## config.mk

```make
export PLATFORM = sky130hd
export DESIGN_NAME = ppcw_port
export DESIGN_NICKNAME = d
export VERILOG_FILES = /design/src/core/ppcw_pkg.sv /design/src/core/ppcw_port.sv
export SDC_FILE = /design/constraint.sdc
export NUM_CORES = 1
export LEC_CHECK = 0
export ABC_CLOCK_PERIOD_IN_PS = 2000
export BUFFER_PORTS_ARGS = -buffer_cell sky130_fd_sc_hd__clkbuf_2
export CORE_MARGIN = 5
export CORE_UTILIZATION = 53
export DETAILED_ROUTE_END_ITERATION = 6
export PLACE_DENSITY = 0.81
export SYNTH_ARGS = -nofsm -noshare
export SYNTH_HDL_FRONTEND = slang
export SYNTH_SLANG_ARGS = --single-unit
export TNS_END_PERCENT = 1
```

## constraint.sdc

```tcl
create_clock -name core_clk_i -period 2 [get_ports core_clk_i]
set_clock_uncertainty 0.2 [all_clocks]
set_input_delay 0.4 -clock core_clk_i [delete_from_list [all_inputs] [get_ports core_clk_i]]
set_output_delay 0.4 -clock core_clk_i [all_outputs]
set_load 0.03 [all_outputs]
```

## src/core/ppcw_pkg.sv

```systemverilog
// ppcw_pkg: constants, field positions, reset values and carrier types for
// the six-pin port with pull control, change detection and low-power wake.
// assumes an 8-bit register port with single-cycle strobes and one clock.
package ppcw_pkg;

    // ------------------------------------------------------------------
    // register offsets
    // ------------------------------------------------------------------
    localparam logic [7:0] OFF_PIN_DATA  = 8'h05; // port_pin_data
    localparam logic [7:0] OFF_DIR       = 8'h85; // port_direction
    localparam logic [7:0] OFF_PULL_EN   = 8'h95; // pull_enable
    localparam logic [7:0] OFF_CHG_EN    = 8'h96; // change_irq_enable
    localparam logic [7:0] OFF_PULL_POL  = 8'h97; // pull_polarity_select
    localparam logic [7:0] OFF_CTRL      = 8'hA0; // block control bits
    localparam logic [7:0] OFF_STATUS    = 8'hA1; // change flag status

    // ------------------------------------------------------------------
    // field positions
    // ------------------------------------------------------------------
    localparam int PIN_W           = 6;  // pins 5..0
    localparam int BIT_PIN_ZERO    = 0;  // port_pin_zero
    localparam int BIT_PIN_THREE   = 3;  // port_pin_three
    localparam int BIT_PIN_FOUR    = 4;
    localparam int BIT_PIN_FIVE    = 5;
    localparam int BIT_GLB_PULL    = 0;  // control: global_pull_control
    localparam int BIT_CHG_IE      = 1;  // control: change interrupt enable
    localparam int BIT_GLB_IE      = 2;  // control: global_irq_enable
    localparam int BIT_LPW_EN      = 5;  // control: low_power_wake_enable
    localparam int BIT_CHG_FLAG    = 0;  // status: port_change_flag
    localparam int BIT_MISMATCH    = 1;  // status: live mismatch

    // ------------------------------------------------------------------
    // reset values and read masks
    // ------------------------------------------------------------------
    localparam logic [5:0] RST_DIR       = 6'h3F; // all inputs
    localparam logic [5:0] RST_PULL_EN   = 6'h37; // bit 3 unimplemented
    localparam logic [5:0] RST_PULL_POL  = 6'h37; // pull-up selected
    localparam logic [5:0] RST_CHG_EN    = 6'h00; // detection off
    localparam logic [5:0] RST_OUT_LATCH = 6'h00;
    localparam logic [5:0] RST_CMP_LATCH = 6'h00;
    localparam logic [5:0] MASK_PULL     = 6'h37; // implemented pull bits
    localparam logic [7:0] RD_UNMAPPED   = 8'h00;

    // ------------------------------------------------------------------
    // carrier types
    // ------------------------------------------------------------------
    typedef enum logic [2:0] {
        PPCW_OSC_INTERNAL,
        PPCW_OSC_EXT_CLOCK,
        PPCW_OSC_LOW_POWER_XTAL,
        PPCW_OSC_STANDARD_XTAL,
        PPCW_OSC_HIGH_SPEED_XTAL
    } ppcw_osc_mode_t;

    // device configuration seen by the port
    typedef struct packed {
        ppcw_osc_mode_t osc_mode;          // oscillator mode
        logic           timer1_osc_en;     // timer1_oscillator running
        logic           crystal_out_func;  // pin 4 is crystal_output_function
        logic           ext_reset_pin;     // pin 3 is external_reset_pin
        logic           prog_mode;         // programming mode active
        logic           wake_up_reset_en;  // wake_up_reset feature on
        logic           sleep;             // core is sleeping
    } ppcw_cfg_t;

    // register port request
    typedef struct packed {
        logic [7:0] addr;
        logic [7:0] wdata;
        logic       wr;
        logic       rd;
    } ppcw_bus_t;

endpackage : ppcw_pkg

```

## src/core/ppcw_port.sv

```systemverilog
// ppcw_port: six-pin bidirectional port with direction, read-back, weak
// pull control, change detection with sticky flag, wake and current sink.
// assumes pins and configuration are synchronous inputs, one clock domain,
// rst_n_i is power-on reset and warm_rst_i a synchronous pin/brown-out reset.
`timescale 1ns/10ps

module ppcw_port
    import ppcw_pkg::*;
#(
    parameter int SYNC_STAGES = 2  // depth of the pin synchroniser
) (
    input  wire logic             core_clk_i,     // system clock
    input  wire logic             rst_n_i,        // power-on reset
    input  wire logic             warm_rst_i,     // pin or brown-out reset
    input  wire ppcw_bus_t        bus_i,          // register request
    output logic [7:0]            rd_data_o,      // read data, next cycle
    input  wire ppcw_cfg_t        cfg_i,          // device configuration
    input  wire logic [PIN_W-1:0] analog_sel_i,   // pin is analog input
    input  wire logic [PIN_W-1:0] clock_func_i,   // pin is a clock function
    input  wire logic [PIN_W-1:0] pin_i,          // pin levels
    output logic [PIN_W-1:0]      pin_o,          // output drive level
    output logic [PIN_W-1:0]      pin_oe_o,       // output enable
    output logic [PIN_W-1:0]      pull_up_o,      // weak pull-up on
    output logic [PIN_W-1:0]      pull_down_o,    // weak pull-down on
    output logic                  sink_en_o,      // pin-0 current sink
    output logic                  change_flag_o,  // port_change_flag
    output logic                  wake_o,         // wake request
    output logic                  irq_o,          // interrupt recognised
    output logic                  wake_vector_o   // resume at vector
);

    // ------------------------------------------------------------------
    // register state
    // ------------------------------------------------------------------
    logic [PIN_W-1:0] dir_q;        // port_direction storage
    logic [PIN_W-1:0] pull_en_q;    // pull_enable storage
    logic [PIN_W-1:0] pull_pol_q;   // pull_polarity_select storage
    logic [PIN_W-1:0] chg_en_q;     // change_irq_enable storage
    logic [PIN_W-1:0] out_latch_q;  // output latch
    logic [PIN_W-1:0] cmp_latch_q;  // comparison latch
    logic [7:0]       ctrl_q;       // control register
    logic             flag_q;       // port_change_flag

    // ------------------------------------------------------------------
    // pin synchroniser
    // ------------------------------------------------------------------
    logic [PIN_W-1:0] sync_q [SYNC_STAGES];  // stage 0 read only by stage 1
    logic [PIN_W-1:0] pin_s;                 // synchronised pin levels

    // shift pins through the stages
    always_ff @(posedge core_clk_i or negedge rst_n_i) begin
        if (!rst_n_i) begin
            for (int i = 0; i < SYNC_STAGES; i++) begin
                sync_q[i] <= '0;
            end
        end else begin
            sync_q[0] <= pin_i;
            for (int i = 1; i < SYNC_STAGES; i++) begin
                sync_q[i] <= sync_q[i-1];
            end
        end
    end

    assign pin_s = sync_q[SYNC_STAGES-1];

    // ------------------------------------------------------------------
    // decode
    // ------------------------------------------------------------------
    wire sel_data   = (bus_i.addr == OFF_PIN_DATA);
    wire sel_dir    = (bus_i.addr == OFF_DIR);
    wire sel_pull   = (bus_i.addr == OFF_PULL_EN);
    wire sel_chg    = (bus_i.addr == OFF_CHG_EN);
    wire sel_pol    = (bus_i.addr == OFF_PULL_POL);
    wire sel_ctrl   = (bus_i.addr == OFF_CTRL);
    wire sel_status = (bus_i.addr == OFF_STATUS);

    wire wr_data   = bus_i.wr & sel_data;
    wire wr_dir    = bus_i.wr & sel_dir;
    wire wr_pull   = bus_i.wr & sel_pull;
    wire wr_chg    = bus_i.wr & sel_chg;
    wire wr_pol    = bus_i.wr & sel_pol;
    wire wr_ctrl   = bus_i.wr & sel_ctrl;
    wire wr_status = bus_i.wr & sel_status;

    // any read or write of the data register reloads the comparison latch
    wire data_access = (bus_i.wr | bus_i.rd) & sel_data;

    // ------------------------------------------------------------------
    // configuration qualifiers
    // ------------------------------------------------------------------
    // any of the three crystal modes
    wire xtal_mode = (cfg_i.osc_mode == PPCW_OSC_LOW_POWER_XTAL) |
                     (cfg_i.osc_mode == PPCW_OSC_STANDARD_XTAL)  |
                     (cfg_i.osc_mode == PPCW_OSC_HIGH_SPEED_XTAL);

    // pin-5 pull bit writable only on internal oscillator, timer1 osc off
    wire pull5_open = (cfg_i.osc_mode == PPCW_OSC_INTERNAL) &
                      ~cfg_i.timer1_osc_en;
    // pin-4 pull bit writable only while pin 4 is not crystal output
    wire pull4_open = ~cfg_i.crystal_out_func;

    // bits software may change in the pull-enable register
    wire [PIN_W-1:0] pull_wmask = MASK_PULL &
                                  ~{~pull5_open, ~pull4_open, 4'h0};

    // ------------------------------------------------------------------
    // effective (read-back) views of the registers
    // ------------------------------------------------------------------
    logic [PIN_W-1:0] pull_en_eff;  // locked bits read as one
    logic [PIN_W-1:0] dir_eff;      // forced input bits read as one
    logic [PIN_W-1:0] chg_en_eff;   // bits forced off in crystal modes
    logic [PIN_W-1:0] chg_en_act;   // enables actually used for compare

    always_comb begin
        pull_en_eff = pull_en_q & MASK_PULL;
        if (!pull5_open) begin
            pull_en_eff[BIT_PIN_FIVE] = 1'b1;
        end
        if (!pull4_open) begin
            pull_en_eff[BIT_PIN_FOUR] = 1'b1;
        end
    end
    always_comb begin
        dir_eff = dir_q;
        dir_eff[BIT_PIN_THREE] = 1'b1;
        if (xtal_mode) begin
            dir_eff[BIT_PIN_FIVE] = 1'b1;
            dir_eff[BIT_PIN_FOUR] = 1'b1;
        end
    end
    always_comb begin
        chg_en_eff = chg_en_q;
        if (xtal_mode) begin
            chg_en_eff[BIT_PIN_FIVE] = 1'b0;
            chg_en_eff[BIT_PIN_FOUR] = 1'b0;
        end
        chg_en_act = chg_en_eff;
        if (cfg_i.wake_up_reset_en && cfg_i.sleep) begin
            chg_en_act[BIT_PIN_THREE] = 1'b0;
        end
    end

    // digital pin levels: analog pins always read zero
    wire [PIN_W-1:0] pin_read = pin_s & ~analog_sel_i;

    // ------------------------------------------------------------------
    // change detection
    // ------------------------------------------------------------------
    // enabled pins that differ from the level latched at the last access
    wire [PIN_W-1:0] mismatch_vec = (pin_s ^ cmp_latch_q) & chg_en_act;
    wire             mismatch     = |mismatch_vec;

    // the latch reload in an access cycle does not hide a change in that same
    // cycle; mismatch still compares against the old latch and sets the flag
    wire [PIN_W-1:0] next_cmp_latch = data_access ? pin_s : cmp_latch_q;

    // software clear by writing one; a mismatch in the same cycle wins
    wire flag_clear = wr_status & bus_i.wdata[BIT_CHG_FLAG];
    wire next_flag  = mismatch | (flag_q & ~flag_clear);

    // ------------------------------------------------------------------
    // pull control
    // ------------------------------------------------------------------
    logic [PIN_W-1:0] pull_on;  // pull device active per pin

    always_comb begin
        pull_on = {PIN_W{ctrl_q[BIT_GLB_PULL]}} & dir_eff & pull_en_eff &
                  ~analog_sel_i & ~clock_func_i;
        pull_on[BIT_PIN_THREE] = cfg_i.ext_reset_pin & ~cfg_i.prog_mode;
    end

    // pin 3 only ever has a pull-up
    wire [PIN_W-1:0] pol_eff = pull_pol_q | (6'h01 << BIT_PIN_THREE);
    wire [PIN_W-1:0] next_pull_up   = pull_on & pol_eff;
    wire [PIN_W-1:0] next_pull_down = pull_on & ~pol_eff;

    // ------------------------------------------------------------------
    // wake and interrupt
    // ------------------------------------------------------------------
    wire chg_ie    = ctrl_q[BIT_CHG_IE];
    wire glb_ie    = ctrl_q[BIT_GLB_IE];
    wire next_wake = next_flag & chg_ie;
    wire next_irq  = next_wake & glb_ie;
    wire next_vec  = next_wake & glb_ie & cfg_i.sleep;

    // ------------------------------------------------------------------
    // read mux
    // ------------------------------------------------------------------
    logic [7:0] next_rd_data;

    always_comb begin
        next_rd_data = RD_UNMAPPED;
        if (bus_i.rd) begin
            if (sel_data) begin
                next_rd_data = {2'h0, pin_read};
            end else if (sel_dir) begin
                next_rd_data = {2'h0, dir_eff};
            end else if (sel_pull) begin
                next_rd_data = {2'h0, pull_en_eff};
            end else if (sel_chg) begin
                next_rd_data = {2'h0, chg_en_eff};
            end else if (sel_pol) begin
                next_rd_data = {2'h0, pull_pol_q & MASK_PULL};
            end else if (sel_ctrl) begin
                next_rd_data = ctrl_q;
            end else if (sel_status) begin
                next_rd_data = {6'h00, mismatch, flag_q};
            end
        end
    end

    // ------------------------------------------------------------------
    // configuration registers: power-on and warm reset both restore
    // ------------------------------------------------------------------
    always_ff @(posedge core_clk_i or negedge rst_n_i) begin
        if (!rst_n_i) begin
            dir_q      <= RST_DIR;
            pull_en_q  <= RST_PULL_EN;
            pull_pol_q <= RST_PULL_POL;
            chg_en_q   <= RST_CHG_EN;
            ctrl_q     <= 8'h00;
        end else if (warm_rst_i) begin
            dir_q      <= RST_DIR;
            pull_en_q  <= RST_PULL_EN;
            pull_pol_q <= RST_PULL_POL;
            chg_en_q   <= RST_CHG_EN;
            ctrl_q     <= 8'h00;
        end else begin
            if (wr_dir) begin
                dir_q <= bus_i.wdata[PIN_W-1:0];
            end
            if (wr_pull) begin
                pull_en_q <= (bus_i.wdata[PIN_W-1:0] & pull_wmask) |
                             (pull_en_q & ~pull_wmask);
            end
            if (wr_pol) begin
                pull_pol_q <= bus_i.wdata[PIN_W-1:0] & MASK_PULL;
            end
            if (wr_chg) begin
                chg_en_q <= bus_i.wdata[PIN_W-1:0];
            end
            if (wr_ctrl) begin
                ctrl_q <= bus_i.wdata & 8'h27;
            end
        end
    end

    // ------------------------------------------------------------------
    // output latch: a byte write carries the modified pin image
    // ------------------------------------------------------------------
    always_ff @(posedge core_clk_i or negedge rst_n_i) begin
        if (!rst_n_i) begin
            out_latch_q <= RST_OUT_LATCH;
        end else if (wr_data) begin
            out_latch_q <= bus_i.wdata[PIN_W-1:0];
        end
    end

    // ------------------------------------------------------------------
    // comparison latch: only power-on reset touches it
    // ------------------------------------------------------------------
    always_ff @(posedge core_clk_i or negedge rst_n_i) begin
        if (!rst_n_i) begin
            cmp_latch_q <= RST_CMP_LATCH;
        end else begin
            cmp_latch_q <= next_cmp_latch;
        end
    end

    // ------------------------------------------------------------------
    // change flag: warm reset clears, a live mismatch sets it again
    // ------------------------------------------------------------------
    always_ff @(posedge core_clk_i or negedge rst_n_i) begin
        if (!rst_n_i) begin
            flag_q <= 1'b0;
        end else if (warm_rst_i) begin
            flag_q <= 1'b0;
        end else begin
            flag_q <= next_flag;
        end
    end

    // ------------------------------------------------------------------
    // registered outputs
    // ------------------------------------------------------------------
    always_ff @(posedge core_clk_i or negedge rst_n_i) begin
        if (!rst_n_i) begin
            rd_data_o     <= 8'h00;
            pin_o         <= '0;
            pin_oe_o      <= '0;
            pull_up_o     <= '0;
            pull_down_o   <= '0;
            sink_en_o     <= 1'b0;
            wake_o        <= 1'b0;
            irq_o         <= 1'b0;
            wake_vector_o <= 1'b0;
        end else begin
            rd_data_o     <= next_rd_data;
            pin_o         <= out_latch_q;
            pin_oe_o      <= ~dir_eff;
            pull_up_o     <= next_pull_up;
            pull_down_o   <= next_pull_down;
            sink_en_o     <= ctrl_q[BIT_LPW_EN];
            wake_o        <= next_wake & ~warm_rst_i;
            irq_o         <= next_irq & ~warm_rst_i;
            wake_vector_o <= next_vec & ~warm_rst_i;
        end
    end

    assign change_flag_o = flag_q;
endmodule : ppcw_port

```

==> results.json <==
{
  "outcome": "finished, violations left",
  "violations": "setup timing",
  "synth-main-ff-cell": "dfrtp_1",
  "netlist_top_cells_count": "dfrtp_1 (67), nand2_1 (31), nor2_1 (18)",
  "grt_use_total_pct": 23.0,
  "cts_tree": "done",
  "synth_compound_area_share_pct": 9.46,
  "critical-path-top-delay-family": "simple AND/OR/NAND/NOR gates",
  "dp_hpwl_mm": 6.67,
  "p_leak_nw": 2.22,
  "clk_latency_ps": 350,
  "initial_core_util_pct": 54.0,
  "finalWorstSetupSlack_ps": -125,
  "grt_antenna_before_repair": 0,
  "totalWireLength_mm": 8.71,
  "fin_area_sq_um": 4470,
  "synth_fa_ha_area_share_pct": 0,
  "pwr-share-comb_pct": 8.7,
  "finalHoldViolations": 0,
  "crit_path_end_kind": "flop",
  "synth_top_area_share_pct": 49.1,
  "regArea_sq_um": 2070,
  "synth-async-reset-ratio_pct": 100,
  "synth_top_family_by_area": "simple AND/OR/NAND/NOR gates",
  "die_w_microns": 90.2,
  "diodes": 0,
  "worstSetupPathType": "input pin to flop",
  "nets": 466,
  "clock_path_buffers": 2,
  "yosysSeqAreaShare_pct": 60.7,
  "clk_pin_slew_worst_paths_ps": 70,
  "viasPerCell": 5.52,
  "p_sw_share_pct": 23.7,
  "wl_met3_microns": 576,
  "powerDensity_nw_per_um2": 698,
  "post-place-ws_ps": -472,
  "slew_headroom_pct": 64.1,
  "post_drt_wl_per_cell_microns": 17.4,
  "whs_ps": 14.3,
  "crit_buf_inv": 2,
  "yosysUniqueCellTypes": 50,
  "synth_area_leaders": "dfrtp_1 (49%), dfstp_2 (12%), mux2_2 (4.6%), nand2_1 (3.4%), nand3_1 (2.2%)",
  "placementRows": 29,
  "dr.max_layer_used": "met4",
  "place_congestion": 0.957,
  "ir_drop_mv": 0.571,
  "fin_crit_sh_pct": 106,
  "syn_avg_cell_area_sq_um": 11.7,
  "ys.warnings.count": 0,
  "synthMuxAreaShare_pct": 6.38,
  "critPathLaunchType": "input pin",
  "rsz0062_at_grt": "true",
  "p_sw_w": 0.000741,
  "finalSetupViolCount": 7,
  "worstMarginPinSlew_ps": 539,
  "clock_power_share_pct": 36.4,
  "maxCapViolations": 0,
  "syn_area_sq_um": 3410,
  "grt_pass1_vias": 2893,
  "first_pass_iters": 4,
  "gr-total-overflow": 0,
  "area.growth.synth_to_final_pct": 31.1,
  "yosysTopAreaCell": "dfrtp_1",
  "crit_required_ps": 2030,
  "finalSetupTns_ps": -696,
  "wl_met1_mm": 3.58,
  "synth_seq_cells": 82,
  "synth-xor-area-share_pct": 1.54,
  "drive_gt1_share_pct": 40.0,
  "numCtsBuffers": 9,
  "synth_edf_count": 0,
  "synth_most_common_cell": "dfrtp_1",
  "max_stage_delay_ps": 430,
  "drt-initial-drc-count": 229,
  "multi_input_area_sq_um": 1280,
  "seqPwrFrac_pct": 54.9,
  "grt_max_degree": 44,
  "route.met2.wl_mm": 4.37,
  "io_pins": 85,
  "post_dp_cell_area_sq_um": 4150,
  "reg2reg_slack_ps": 270,
  "slew_violations": 0,
  "internal_power_w": 0.00238,
  "arrival_ps": 2150,
  "post-route-min-period_ps": 2120,
  "critPathMaxFanout": 6,
  "utilization_pct": 70.9,
  "n_fill_cell": 483,
  "path_cells": "buf_6 > or3b_4 > or4_4 > or2_4 > a21oi_4 > buf_12 > mux2_4",
  "htreeDepth": 3,
  "grt_pass1_wl_mm": 14.7,
  "core_area_sq_um": 6310,
  "crit_slowest_cell": "or4_4",
  "port_buffers": 77,
  "die_area_sq_um": 8140,
  "yosys.area_share.simple_pct": 18.6,
  "vias": 2762,
  "ant_nets": 0,
  "cts.sinks": 82,
  "max_freq_ghz": 0.471,
  "netlist_instances": 291,
  "chipHeight_microns": 90.2,
  "hold_class": "input pin to flop",
  "cts-root-buf": "clkbuf_8",
  "drc": 0
}
power by group through the flow:
stage | clock [W] | combinational, W | sequential, W
after floorplan | 0 | 0.0000911 | 0.00175
after global placement | 0 | 0.000247 | 0.00174
after detailed placement | 0 | 0.000252 | 0.00174
after CTS | 0.00116 | 0.000271 | 0.00171
after global routing | 0.00124 | 0.000297 | 0.00172
final | 0.00114 | 0.000272 | 0.00171
stage by stage:
stage | total power (W) | instances
after global placement | 0.00199 | 475
after floorplan | 0.00185 | 294
after CTS | 0.00315 | 500
after global routing | 0.00326 | 500
after detailed placement | 0.00200 | 475
final | 0.00313 | 500
path summary, 6_finish.rpt:
path	cells after the start	to	from
worst max-delay path	7	cmp_latch_q[4]$_DFFE_PN0P_	bus_i[13]
worst min-delay path	2	pull_down_o[1]$_DFF_PN0_	clock_func_i[1]
worst max register to register	6	wake_o$_DFF_PN0_	cmp_latch_q[5]$_DFFE_PN0P_
worst min register to register	0	pin_s[4]$_DFF_PN0_	sync_q[10]$_DFF_PN0_
max in group asynchronous	3	cmp_latch_q[3]$_DFFE_PN0P_	rst_n_i
min in group asynchronous	2	chg_en_q[0]$_DFFE_PN0P_	rst_n_i
placed cells by master, fill, tap and decap left out, types with 2 or more instances in the layout:
| cell type | n |
|---|---|
| a21oi_1 | 10 |
| conb_1 | 4 |
| or4_1 | 2 |
| nand2b_1 | 4 |
| buf_12 | 2 |
| clkbuf_2 | 75 |
| and2_1 | 3 |
| clkbuf_8 | 9 |
| nor2_1 | 18 |
| buf_4 | 37 |
| a22oi_1 | 3 |
| a31oi_1 | 2 |
| inv_1 | 15 |
| nor3b_1 | 6 |
| mux2i_1 | 6 |
| dfrtp_1 | 67 |
| a221oi_1 | 4 |
| clkbuf_1 | 2 |
| o211ai_1 | 9 |
| nand4b_1 | 3 |
| nand3b_1 | 5 |
| mux2_2 | 8 |
| nand3_1 | 15 |
| nor4_1 | 2 |
| a211oi_1 | 2 |
| o21ai_0 | 3 |
| dfstp_2 | 15 |
| dlygate4sd3_1 | 8 |
| xor2_1 | 6 |
| clkinv_2 | 2 |
| mux2_4 | 6 |
| a32oi_1 | 2 |
| nor3_1 | 6 |
| nand2_1 | 30 |
| nor2b_1 | 5 |
timing repair:
item / in CTS / in global routing
hold buffers: 8 / 0
setup buffers: 1 / 0
gates resized for setup: 7 / 2
setup endpoints to repair: 13 / 19
endpoints found under the hold margin: 34 / 0
pin swaps: 1 / 2
cell families after synthesis:
kind of cell | count (synthesis)
other | 1
and+or+nand+nor | 113
buffers and inverters | 25
DFF | 82
xor gates and xnor gates | 6
AOI/OAI and AO/OA | 44
muxes | 20
cell type report:
type | count | area share, %
multi-input combinational | 187 | 28.6
clock buffer | 11 | 2.94
inverter | 15 | 1.26
timing repair buffer | 123 | 17.5
sequential | 82 | 46.3
clock inverter | 5 | 1.26
tap | 77 | 2.15
routing by layer:
layer / vias up / global-route usage, %
li1: 1283 / -
met1: 1360 / 29.8
met2: 99 / 38.0
met3: 20 / 4.42
met4: 0 / 9.18
met5: - / 0
registers in the layout (all words and copies together) (netlist names), 6 cells and up:
signal,count
out_latch_q,6
pull_up_o,6
rd_data_o,6
sync_q,6
pin_o,6
cmp_latch_q,6
chg_en_q,6
pin_s,6
Power figures use the tool's default switching activity.
